**src/hw/fbcfg_cfg.svh**
```systemverilog
// register map, reset values and timing counts of the fieldbus supervision block
`ifndef FBCFG_CFG_SVH
`define FBCFG_CFG_SVH

`define CFG_OFS        8'h00
`define SRC_OFS        8'h04
`define OUTFN_OFS      8'h08
`define STATUS_OFS     8'h0c
`define IRQ_STAT_OFS   8'h10
`define IRQ_MASK_OFS   8'h14
`define CMD_OFS        8'h18

`define CFG_MODE_LSB   0
`define CFG_ACT_LSB    4
`define MODE_RST       4'h0
`define ACT_RST        4'h0
`define SEL_MAX        4'hd

`define ACT_RAMP       4'h0
`define ACT_COAST      4'h1
`define ACT_NONE       4'h2
`define ACT_LOCAL      4'h3
`define ACT_FAULT      4'h5

`define ERR_CONN_CODE  8'h81
`define ERR_BOARD_CODE 8'h82
`define DPROF_WORDS    3'h2
`define ADDR_DIGIT_MAX 4'h9

// bit times at 10 MHz: 1042, 521, 220, 107, 53, 20, 6.7, 3.3, 1.7, 0.8 cycles
`define BD_LOCK_EDGES  5'h10
`define BD_T0          11'h2e4
`define BD_T1          11'h14a
`define BD_T2          11'h096
`define BD_T3          11'h04b
`define BD_T4          11'h023
`define BD_T5          11'h00c
`define BD_T6          11'h005
`define BD_T7          11'h003
`define BD_T8          11'h002

`endif

```
**src/hw/fbcfg_pkg.sv**
```systemverilog
// shared types of the fieldbus supervision block
package fbcfg_pkg;
    typedef enum logic [1:0] {
        SUP_OK    = 2'h0,
        SUP_ERR   = 2'h1,
        SUP_FAULT = 2'h3
    } sup_state_e;

    typedef enum logic [2:0] {
        PROTO_NONE  = 3'h0,
        PROTO_DP    = 3'h1,
        PROTO_DNET  = 3'h2,
        PROTO_RTU   = 3'h3,
        PROTO_DPROF = 3'h4,
        PROTO_ETH   = 3'h5
    } proto_e;

    typedef struct packed {
        proto_e     proto;
        logic [2:0] words;
    } mode_s;
endpackage : fbcfg_pkg

```
**src/hw/fbcfg_if.sv**
```systemverilog
// link between the supervision block and its baud rate detector
`timescale 1ns/1ns
interface fbcfg_if;
    logic       rxd;
    logic       restart;
    logic [3:0] rate_idx;
    logic       locked;

    modport ctl (output rxd, output restart, input rate_idx, input locked);
    modport det (input rxd, input restart, output rate_idx, output locked);
endinterface : fbcfg_if

```
**src/hw/fieldbus_config_fail_action.sv**
```systemverilog
// fieldbus configuration, command routing and network failure supervision
//
// Decided for this implementation: the placing of the registers and register access over AXI4-Lite.
`timescale 1ns/1ns
`include "fbcfg_cfg.svh"
module fieldbus_config_fail_action (
    input  wire logic        CORE_CLK_I,
    input  wire logic        NRST_I,
    input  wire logic [7:0]  AXI_AWADDR_I,
    input  wire logic        AXI_AWVALID_I,
    output logic             AXI_AWREADY_O,
    input  wire logic [31:0] AXI_WDATA_I,
    input  wire logic [3:0]  AXI_WSTRB_I,
    input  wire logic        AXI_WVALID_I,
    output logic             AXI_WREADY_O,
    output logic [1:0]       AXI_BRESP_O,
    output logic             AXI_BVALID_O,
    input  wire logic        AXI_BREADY_I,
    input  wire logic [7:0]  AXI_ARADDR_I,
    input  wire logic        AXI_ARVALID_I,
    output logic             AXI_ARREADY_O,
    output logic [31:0]      AXI_RDATA_O,
    output logic [1:0]       AXI_RRESP_O,
    output logic             AXI_RVALID_O,
    input  wire logic        AXI_RREADY_I,
    input  wire logic        CONN_INACTIVE_I,
    input  wire logic        BOARD_INACTIVE_I,
    input  wire logic        NET_RUN_I,
    input  wire logic        NET_DIR_I,
    input  wire logic        NET_JOG_I,
    input  wire logic        NET_REMOTE_I,
    input  wire logic [6:0]  NET_DOUT_I,
    input  wire logic        LOC_RUN_I,
    input  wire logic        LOC_DIR_I,
    input  wire logic        LOC_JOG_I,
    input  wire logic        LOC_REMOTE_I,
    input  wire logic [6:0]  LOC_DOUT_I,
    input  wire logic [3:0]  ADDR_TENS_I,
    input  wire logic [3:0]  ADDR_UNITS_I,
    input  wire logic        BUS_RXD_I,
    output logic             RUN_O,
    output logic             DIR_O,
    output logic             JOG_O,
    output logic             REMOTE_O,
    output logic             SPD_REF_NET_O,
    output logic [6:0]       DOUT_O,
    output logic             GEN_ENABLE_O,
    output logic             RAMP_STOP_O,
    output logic             FAULT_O,
    output logic             COMM_ERR_O,
    output logic             CARD_ENABLE_O,
    output logic [2:0]       PROTOCOL_O,
    output logic [2:0]       IO_WORDS_O,
    output logic [6:0]       NODE_ADDR_O,
    output logic [3:0]       BAUD_IDX_O,
    output logic             IRQ_O
);
    typedef struct packed {
        logic       conn;
        logic       board;
        logic       n_run;
        logic       n_dir;
        logic       n_jog;
        logic       n_rem;
        logic [6:0] n_dout;
        logic       l_run;
        logic       l_dir;
        logic       l_jog;
        logic       l_rem;
        logic [6:0] l_dout;
        logic [3:0] tens;
        logic [3:0] units;
        logic       rxd;
    } pins_s;

    typedef struct packed {
        pins_s                  s1;
        pins_s                  s2;
        logic [1:0]             err_prev;
        logic [3:0]             mode;
        logic [3:0]             act;
        logic [8:0]             src;
        logic [6:0]             outfn;
        logic [3:0]             irq_st;
        logic [3:0]             irq_mask;
        fbcfg_pkg::sup_state_e  sup;
        logic                   ramp;
        logic                   gen_dis;
        logic                   force_loc;
        logic [7:0]             last_err;
        logic                   aw_h;
        logic                   w_h;
        logic [7:0]             awaddr;
        logic [31:0]            wdata;
        logic [3:0]             wstrb;
        logic                   awrdy;
        logic                   wrdy;
        logic                   bvalid;
        logic [1:0]             bresp;
        logic                   arrdy;
        logic                   rvalid;
        logic [31:0]            rdata;
        logic [1:0]             rresp;
        logic                   run;
        logic                   dir;
        logic                   jog;
        logic                   remote;
        logic                   spd_net;
        logic [6:0]             dout;
        logic                   comm_err;
        logic                   bd_restart;
        logic [6:0]             node;
        fbcfg_pkg::mode_s       mdec;
        logic                   irq;
        logic                   fault;
        logic                   gen_en;
        logic                   card_en;
    } st_s;

    st_s     q;
    st_s     d;
    pins_s   pins;
    fbcfg_if bdl ();

    assign pins = '{conn: CONN_INACTIVE_I, board: BOARD_INACTIVE_I,
                    n_run: NET_RUN_I, n_dir: NET_DIR_I, n_jog: NET_JOG_I,
                    n_rem: NET_REMOTE_I, n_dout: NET_DOUT_I,
                    l_run: LOC_RUN_I, l_dir: LOC_DIR_I, l_jog: LOC_JOG_I,
                    l_rem: LOC_REMOTE_I, l_dout: LOC_DOUT_I,
                    tens: ADDR_TENS_I, units: ADDR_UNITS_I, rxd: BUS_RXD_I};

    function automatic logic [31:0] merge(input logic [31:0] old,
                                          input logic [31:0] nw,
                                          input logic [3:0]  strb);
        logic [31:0] r;
        r = old;
        for (int i = 0; i < 4; i++) begin
            if (strb[i]) begin
                r[i*8 +: 8] = nw[i*8 +: 8];
            end
        end
        return r;
    endfunction : merge

    function automatic logic [3:0] digit(input logic [3:0] v);
        return (v > `ADDR_DIGIT_MAX) ? `ADDR_DIGIT_MAX : v;
    endfunction : digit

    function automatic fbcfg_pkg::mode_s decode_mode(input logic [3:0] m);
        fbcfg_pkg::mode_s r;
        r.proto = fbcfg_pkg::PROTO_NONE;
        r.words = 3'h0;
        unique case (m)
            4'h1, 4'h4, 4'h7, 4'hb: r.words = 3'h2;
            4'h2, 4'h5, 4'h8, 4'hc: r.words = 3'h4;
            4'h3, 4'h6, 4'h9, 4'hd: r.words = 3'h6;
            4'ha:                   r.words = `DPROF_WORDS;
            default:                r.words = 3'h0;
        endcase
        unique case (m)
            4'h1, 4'h2, 4'h3: r.proto = fbcfg_pkg::PROTO_DP;
            4'h4, 4'h5, 4'h6: r.proto = fbcfg_pkg::PROTO_DNET;
            4'h7, 4'h8, 4'h9: r.proto = fbcfg_pkg::PROTO_RTU;
            4'ha:             r.proto = fbcfg_pkg::PROTO_DPROF;
            4'hb, 4'hc, 4'hd: r.proto = fbcfg_pkg::PROTO_ETH;
            default:          r.proto = fbcfg_pkg::PROTO_NONE;
        endcase
        return r;
    endfunction : decode_mode

    always_comb begin
        logic [31:0] wv;
        logic [31:0] rv;
        logic        frst;
        logic        e129;
        logic        e130;
        logic        err;
        logic        fb_run;
        logic        remote;
        logic [3:0]  ev;
        wv     = 32'h0;
        rv     = 32'h0;
        frst   = 1'b0;
        ev     = 4'h0;
        d      = q;
        d.s1   = pins;
        d.s2   = q.s1;
        e129   = q.s2.conn;
        e130   = q.s2.board;
        err    = (q.mode != 4'h0) && (e129 || e130);
        fb_run = q.src[0] && q.src[4] && q.src[7];
        remote = (q.src[0] ? q.s2.n_rem : q.s2.l_rem) && !q.force_loc;
        d.err_prev = {e129, e130};

        // write channel: address and data taken in either order
        if (AXI_AWVALID_I && q.awrdy) begin
            d.aw_h   = 1'b1;
            d.awaddr = AXI_AWADDR_I;
        end
        if (AXI_WVALID_I && q.wrdy) begin
            d.w_h   = 1'b1;
            d.wdata = AXI_WDATA_I;
            d.wstrb = AXI_WSTRB_I;
        end
        if (q.bvalid && AXI_BREADY_I) begin
            d.bvalid = 1'b0;
        end
        if (q.aw_h && q.w_h && !q.bvalid) begin
            d.aw_h   = 1'b0;
            d.w_h    = 1'b0;
            d.bvalid = 1'b1;
            d.bresp  = 2'h0;
            unique case (q.awaddr >> 2)
                `CFG_OFS >> 2: begin
                    wv = merge({24'h0, q.act, q.mode}, q.wdata, q.wstrb);
                    // out-of-range selector values are ignored
                    if (wv[`CFG_MODE_LSB +: 4] <= `SEL_MAX) begin
                        d.mode = wv[`CFG_MODE_LSB +: 4];
                    end
                    if (wv[`CFG_ACT_LSB +: 4] <= `SEL_MAX) begin
                        d.act = wv[`CFG_ACT_LSB +: 4];
                    end
                end
                `SRC_OFS >> 2: begin
                    wv    = merge({23'h0, q.src}, q.wdata, q.wstrb);
                    d.src = wv[8:0];
                end
                `OUTFN_OFS >> 2: begin
                    wv      = merge({25'h0, q.outfn}, q.wdata, q.wstrb);
                    d.outfn = wv[6:0];
                end
                `IRQ_STAT_OFS >> 2: begin
                    if (q.wstrb[0]) begin
                        d.irq_st = q.irq_st & ~q.wdata[3:0];
                    end
                end
                `IRQ_MASK_OFS >> 2: begin
                    wv         = merge({28'h0, q.irq_mask}, q.wdata, q.wstrb);
                    d.irq_mask = wv[3:0];
                end
                `CMD_OFS >> 2: frst = q.wstrb[0] & q.wdata[0];
                `STATUS_OFS >> 2: d.bresp = 2'h0;
                default: d.bresp = 2'h2;
            endcase
        end
        d.awrdy = !d.aw_h;
        d.wrdy  = !d.w_h;

        // read channel
        if (q.rvalid && AXI_RREADY_I) begin
            d.rvalid = 1'b0;
        end
        if (AXI_ARVALID_I && q.arrdy) begin
            d.rvalid = 1'b1;
            d.rresp  = 2'h0;
            unique case (AXI_ARADDR_I >> 2)
                `CFG_OFS >> 2:      rv = {24'h0, q.act, q.mode};
                `SRC_OFS >> 2:      rv = {23'h0, q.src};
                `OUTFN_OFS >> 2:    rv = {25'h0, q.outfn};
                `STATUS_OFS >> 2:   rv = {q.last_err, 3'h0, bdl.locked, bdl.rate_idx,
                                          1'b0, q.node, 1'b0, q.sup, q.force_loc,
                                          q.gen_dis, q.ramp, q.sup == fbcfg_pkg::SUP_FAULT,
                                          q.comm_err};
                `IRQ_STAT_OFS >> 2: rv = {28'h0, q.irq_st};
                `IRQ_MASK_OFS >> 2: rv = {28'h0, q.irq_mask};
                `CMD_OFS >> 2:      rv = 32'h0;
                default: begin
                    rv      = 32'h0;
                    d.rresp = 2'h2;
                end
            endcase
            d.rdata = rv;
        end
        d.arrdy = !d.rvalid;

        // supervision
        d.comm_err = err;
        if (e129 && !q.err_prev[1]) begin
            d.last_err = `ERR_CONN_CODE;
            ev[0]      = 1'b1;
        end
        if (e130 && !q.err_prev[0]) begin
            d.last_err = `ERR_BOARD_CODE;
            ev[1]      = 1'b1;
        end
        unique case (q.sup)
            fbcfg_pkg::SUP_OK: begin
                // action taken on entry only, never again while the error stands
                if (err) begin
                    ev[2] = 1'b1;
                    d.sup = fbcfg_pkg::SUP_ERR;
                    if (q.act == `ACT_RAMP && fb_run) begin
                        d.ramp = 1'b1;
                    end
                    if (q.act == `ACT_COAST) begin
                        d.gen_dis = 1'b1;
                    end
                    if (q.act == `ACT_LOCAL && fb_run && q.remote) begin
                        d.force_loc = 1'b1;
                    end
                    if (q.act == `ACT_FAULT) begin
                        d.sup = fbcfg_pkg::SUP_FAULT;
                        ev[3] = 1'b1;
                    end
                end
            end
            fbcfg_pkg::SUP_ERR: begin
                if (!err) begin
                    d.sup       = fbcfg_pkg::SUP_OK;
                    d.ramp      = 1'b0;
                    d.gen_dis   = 1'b0;
                    d.force_loc = 1'b0;
                end
            end
            fbcfg_pkg::SUP_FAULT: begin
                // a reset under a standing error does not fire the action again
                if (frst) begin
                    d.sup = err ? fbcfg_pkg::SUP_ERR : fbcfg_pkg::SUP_OK;
                end
            end
            default: d.sup = fbcfg_pkg::SUP_OK;
        endcase
        d.irq_st = d.irq_st | ev;
        d.irq    = |(d.irq_st & d.irq_mask);

        // command routing
        d.remote  = remote;
        d.spd_net = remote ? q.src[2] : q.src[1];
        d.run     = (remote ? (q.src[7] ? q.s2.n_run : q.s2.l_run)
                            : (q.src[4] ? q.s2.n_run : q.s2.l_run))
                    && !q.ramp && q.sup != fbcfg_pkg::SUP_FAULT;
        d.dir     = remote ? (q.src[6] ? q.s2.n_dir : q.s2.l_dir)
                           : (q.src[3] ? q.s2.n_dir : q.s2.l_dir);
        d.jog     = remote ? (q.src[8] ? q.s2.n_jog : q.s2.l_jog)
                           : (q.src[5] ? q.s2.n_jog : q.s2.l_jog);
        d.dout    = (q.outfn & q.s2.n_dout) | (~q.outfn & q.s2.l_dout);

        d.node = 7'(digit(q.s2.tens) * 4'ha) + {3'h0, digit(q.s2.units)};
        d.mdec       = decode_mode(q.mode);
        d.bd_restart = (q.mode == 4'h0) || e130;
        d.fault      = d.sup == fbcfg_pkg::SUP_FAULT;
        d.gen_en     = !d.gen_dis && !d.fault;
        d.card_en    = d.mode != 4'h0;
    end

    always_ff @(posedge CORE_CLK_I or negedge NRST_I) begin
        if (!NRST_I) begin
            q          <= '0;
            q.mode     <= `MODE_RST;
            q.act      <= `ACT_RST;
            q.gen_en   <= 1'b1;
            q.bd_restart <= 1'b1;
        end else begin
            q <= d;
        end
    end

    assign bdl.rxd     = q.s2.rxd;
    assign bdl.restart = q.bd_restart;

    fieldbus_baud_detect u_baud (
        .clk_i   (CORE_CLK_I),
        .rst_n_i (NRST_I),
        .bd      (bdl)
    );

    assign AXI_AWREADY_O = q.awrdy;
    assign AXI_WREADY_O  = q.wrdy;
    assign AXI_BVALID_O  = q.bvalid;
    assign AXI_BRESP_O   = q.bresp;
    assign AXI_ARREADY_O = q.arrdy;
    assign AXI_RVALID_O  = q.rvalid;
    assign AXI_RDATA_O   = q.rdata;
    assign AXI_RRESP_O   = q.rresp;
    assign RUN_O         = q.run;
    assign DIR_O         = q.dir;
    assign JOG_O         = q.jog;
    assign REMOTE_O      = q.remote;
    assign SPD_REF_NET_O = q.spd_net;
    assign DOUT_O        = q.dout;
    assign GEN_ENABLE_O  = q.gen_en;
    assign RAMP_STOP_O   = q.ramp;
    assign FAULT_O       = q.fault;
    assign COMM_ERR_O    = q.comm_err;
    assign CARD_ENABLE_O = q.card_en;
    assign PROTOCOL_O    = q.mdec.proto;
    assign IO_WORDS_O    = q.mdec.words;
    assign NODE_ADDR_O   = q.node;
    assign BAUD_IDX_O    = bdl.rate_idx;
    assign IRQ_O         = q.irq;
endmodule : fieldbus_config_fail_action

```
**src/hw/fieldbus_baud_detect.sv**
```systemverilog
// baud rate detector: shortest pulse on the bus receive line
`timescale 1ns/1ns
`include "fbcfg_cfg.svh"
module fieldbus_baud_detect (
    input wire logic clk_i,
    input wire logic rst_n_i,
    fbcfg_if.det     bd
);
    typedef struct packed {
        logic        prev;
        logic [10:0] run;
        logic [10:0] min_w;
        logic [4:0]  edges;
        logic [3:0]  rate;
        logic        locked;
    } bd_s;

    bd_s q;
    bd_s d;

    // 6 and 12 Mbit/s bits are below two cycles at 10 MHz; they share the short bins
    function automatic logic [3:0] classify(input logic [10:0] w);
        if (w >= `BD_T0) return 4'h0;
        if (w >= `BD_T1) return 4'h1;
        if (w >= `BD_T2) return 4'h2;
        if (w >= `BD_T3) return 4'h3;
        if (w >= `BD_T4) return 4'h4;
        if (w >= `BD_T5) return 4'h5;
        if (w >= `BD_T6) return 4'h6;
        if (w >= `BD_T7) return 4'h7;
        if (w >= `BD_T8) return 4'h8;
        return 4'h9;
    endfunction : classify

    always_comb begin
        d = q;
        d.prev = bd.rxd;
        if (bd.restart) begin
            d.run    = 11'h001;
            d.min_w  = 11'h7ff;
            d.edges  = 5'h00;
            d.locked = 1'b0;
        end else if (bd.rxd != q.prev) begin
            // first run after restart is partial, so it is not measured
            if (q.edges != 5'h00 && q.run < q.min_w) begin
                d.min_w = q.run;
            end
            d.run = 11'h001;
            if (q.edges != 5'h1f) begin
                d.edges = q.edges + 5'h01;
            end
        end else if (q.run != 11'h7ff) begin
            d.run = q.run + 11'h001;
        end
        if (!bd.restart && q.edges >= `BD_LOCK_EDGES) begin
            d.locked = 1'b1;
            d.rate   = classify(q.min_w);
        end
    end

    always_ff @(posedge clk_i or negedge rst_n_i) begin
        if (!rst_n_i) begin
            q <= '{prev: 1'b1, run: 11'h001, min_w: 11'h7ff, edges: 5'h00,
                   rate: 4'h0, locked: 1'b0};
        end else begin
            q <= d;
        end
    end

    assign bd.rate_idx = q.rate;
    assign bd.locked   = q.locked;
endmodule : fieldbus_baud_detect

```
**config.mk**
```make
export PLATFORM = sky130hd
export DESIGN_NAME = fieldbus_config_fail_action
export DESIGN_NICKNAME = d
export VERILOG_FILES = /design/src/hw/fbcfg_pkg.sv /design/src/hw/fbcfg_if.sv /design/src/hw/fieldbus_config_fail_action.sv /design/src/hw/fieldbus_baud_detect.sv
export VERILOG_INCLUDE_DIRS = /design/src /design/src/hw
export SDC_FILE = /design/constraint.sdc
export NUM_CORES = 1
export LEC_CHECK = 0
export BUFFER_PORTS_ARGS = -buffer_cell sky130_fd_sc_hd__buf_4
export CORE_ASPECT_RATIO = 0.75
export CORE_MARGIN = 1.5
export CORE_UTILIZATION = 30
export DETAILED_ROUTE_END_ITERATION = 10
export GPL_TIMING_DRIVEN = 1
export MAX_ROUTING_LAYER = met4
export SLEW_MARGIN = 10
export SYNTH_ARGS = -nofsm -noshare
export SYNTH_HDL_FRONTEND = slang
export SYNTH_SLANG_ARGS = --single-unit
```
**constraint.sdc**
```tcl
create_clock -name CORE_CLK_I -period 3.7 [get_ports CORE_CLK_I]
set_input_delay 0.185 -clock CORE_CLK_I [delete_from_list [all_inputs] [get_ports CORE_CLK_I]]
set_output_delay 0.185 -clock CORE_CLK_I [all_outputs]
set_load 0.02 [all_outputs]
```
==> impl_results.md <==
* Core Util, Final at around 39%
* Post-synth EDFFs at 0
* CTS Buffer Depth at 3
* Critical Path RT at between 4 and 5 ns
* Number of gates resized after cts at 0
* LEAKAGE at approximately 5.4 nW
* Layout Area Growth over Synthesis at 25.6%
* Post-Syn Area at around 9300 um2
* Period minus WS final at roughly 2.4 ns
* CP Buf/Inv Count at 1
* PwrDens at roughly 620 nW/um2
* CTS clock-pin slew for the worst setup and hold paths at approximately 0.060 ns
* Num ports at between 150 and 200
* Routed WL at 20100 um
* Pre-Repair DR Iteration Count at 4
* Fmax at about 0.41 GHz
* Fin crit share at 65.2%
* Worst Path Max Fanout at 18
* # port buffers at around 130
* RSZ-0062 raised after global routing: false
* Delay-heaviest family, CP: compound AO/OA/AOI/OAI gates
* Largest area contributor in the netlist: dfrtp_1
* Via/cell ratio at roughly 4.6
* Core area at between 30000 and 40000 um2
* Ys flop type: dfrtp_1
* Synth Register Bits at 220
* Crit path kind: register to register
* Max_cap viols at 0
* Most area-consuming cells after synthesis: dfrtp_1, mux2_2, buf_4
* Fillers at 2916
* Initial antenna violation count at 0
* Commonest non-fill, non-tap cell in the layout: dfrtp_1
* Gpl congestion at approximately 0.8
* Crit end category: register
* Starting density of the core at a little under a third
* Max incr delay on CP at approximately 0.55 ns
* # setup viols final at 0
* Die X at around 210 um
* Largest net degree at the start of global routing at 132
* DR WL/cell at ~15 um
* Slew @ Worst Pin at a little under 1 ns
* First-pass GRT wire length at between 30000 and 40000 um
* Gr usage total at 13.2%
* Worst path cell trace: inv_1 > ha_1 > a2111o_1 > nand3b_1 > o21ai_2 > a21oi_1 > o21ai_0
* Most frequent cells in the layout: dfrtp_1, buf_4, dlygate4sd3_1
* Hpwl dp at 13900 um
* CTS Buf Count at 24
* Worst Path Arrival at between 2 and 3 ns
* Via count at between 5000 and 6000
* H-tree levels at 1
* Final ANT Viol Nets at 0
* Rel. slew slack at 35.1%
* Final hold viol count at 0
* Layout cell share with drive strength beyond 1 at ~28%
* Core Rows at 55
* Fin Setup TNS at 0 ns
* Peak supply drop at 0.368 mV
* Share of synthesized flip-flops with an asynchronous set or reset at 100%
* Root Buffer: clkbuf_16
* CTS tree: yes
* Die area at approximately 32000 um2
* Top cell type's share of synthesized area at roughly 55%
* Grt ovf at 0
* Fin. max-slew vios at 0
* Sequential share of the synthesized area at 59.5%
* Worst Hold Class: input port to register
* Fin nets at about 1000
* CP startpoint kind: register
* # DRC at 0
* Avg Cell Area, Syn at between 10 and 15 um2
* DR iter-0 viols at 302
* Die Height at between 150 and 200 um
* Syn. warnings at 0
* Clock Skews at between 0.006 and 0.007 ns
* TritonCTS Sinks at 220
* Clock Latency Late Sink at around 0.52 ns
* Number of global-route vias before repair at 5786
* Slowest stage cell, crit path: dfstp_2
* Unique cell type count in the Yosys netlist at 67
* # diodes at 0
* Post-synthesis cell count at between 700 and 800
* Status: completed
-- area by class of cell --
class	instances	area, um2	area share (%)
Clock buffer	34	709	6.08
Clock inverter	10	156	1.34
Inverter	32	120	1.03
Multi-Input combinational cell	422	3130	26.8
Sequential cell	220	5520	47.4
Tap cell	399	499	4.28
Timing Repair Buffer	183	1530	13.1
-- stage by stage --
stage / area, um2 / hold WS, ns / setup WS (ns) / power (mW) / std cells
5_1_grt: 11700 / 0.0980 / 1.05 / 7.66 / 1300
4_1_cts: 11700 / 0.0689 / 1.28 / 7.36 / 1300
6_report: 11700 / 0.101 / 1.29 / 7.26 / 1300
3_3_place_gp: 10300 / 0.294 / 1.33 / 4.66 / 1203
3_5_place_dp: 10300 / 0.296 / 1.29 / 4.69 / 1203
2_1_floorplan: 9330 / -0.111 / 1.42 / 4.17 / 762
-- per-layer routing --
layer	track usage (%)	share of wire (%)
met1	18.9	49
met2	18.6	43
met3	3.33	6.2
met4	2.83	1.8
met5	-	0
-- state kept, by name, summed over array words and instances, names as in the netlist, 2 cells and up --
signal / cells
u_baud.q: 28
IO_WORDS_O: 2
PROTOCOL_O: 3
AXI_RDATA_O: 23
q: 90
u_baud.bd.rate_idx: 4
NODE_ADDR_O: 7
DOUT_O: 7
d: 35
-- final timing paths --
path	start	end	slack (ns)	depth (start not counted)
setup / recovery	u_baud.q[20]	u_baud.q[16]	1.29	7
hold / removal	AXI_ARADDR_I[2]	AXI_RDATA_O[8]	0.10	2
setup reg to reg	u_baud.q[20]	u_baud.q[16]	1.29	7
hold reg to reg	d[178]	q[178]	0.35	0
max in group asynchronous	NRST_I	bdl.restart	2.31	3
min in group asynchronous	NRST_I	d[190]	0.37	2
-- cells in the mapped netlist, drive strengths merged (2+ instances only) --
| cell | n |
|---|---|
| mux2 | 50 |
| nor4b | 3 |
| nor3b | 3 |
| dfstp | 15 |
| nor4 | 2 |
| nor3 | 8 |
| mux4 | 4 |
| inv | 32 |
| a22o | 20 |
| and3 | 3 |
| o32a | 3 |
| a211oi | 3 |
| buf | 62 |
| xnor2 | 7 |
| ha | 26 |
| o21ai | 43 |
| nor2b | 8 |
| clkbuf | 26 |
| a31oi | 7 |
| nand2b | 11 |
| o21a | 4 |
| o21bai | 2 |
| nand3 | 13 |
| a32o | 2 |
| o22a | 6 |
| mux2i | 13 |
| or2 | 2 |
| xor2 | 10 |
| a21oi | 36 |
| nand2 | 45 |
| nor2 | 30 |
| o211ai | 6 |
| and3b | 2 |
| fa | 2 |
| or3 | 6 |
| dfrtp | 205 |
| a31o | 2 |
| a41oi | 2 |
| and2 | 4 |
| nand3b | 2 |
| a21o | 4 |
| nand4 | 5 |
-- cells by family (layout without fill, tap and decap cells) --
group	Yosys count	after routing	synth area share, %
DFF	220	220	59.5
AOI/OAI and AO/OA	149	149	10.6
and+or+nand+nor	149	149	8.59
buffers and inverters	120	259	7.31
muxes	67	67	8.47
adders and majority gates	28	28	3.93
xor gates and xnor gates	17	17	1.60
other	1	12	0.0404
-- where the power goes --
| part | total [mW] | switching, mW | internal [mW] |
|---|---|---|---|
| clock network | 2.58 | 0.965 | 1.62 |
| registers | 3.29 | 0.458 | 2.83 |
| logic | 1.39 | 0.698 | 0.693 |
-- worst reg2reg max path: stages, from the launching register on --
cell,delay (ns)
dfstp_2,0.55
inv_1,0.06
ha_1,0.32
a2111o_1,0.47
nand3b_1,0.21
o21ai_2,0.49
a21oi_1,0.14
o21ai_0,0.10
-- timing repair --
item,4_1_cts,5_1_grt
hold buffers,53,0
setup buffers,0,0
endpoints found under the hold margin,168,0
No activity file was read; power rests on OpenSTA's default activity.
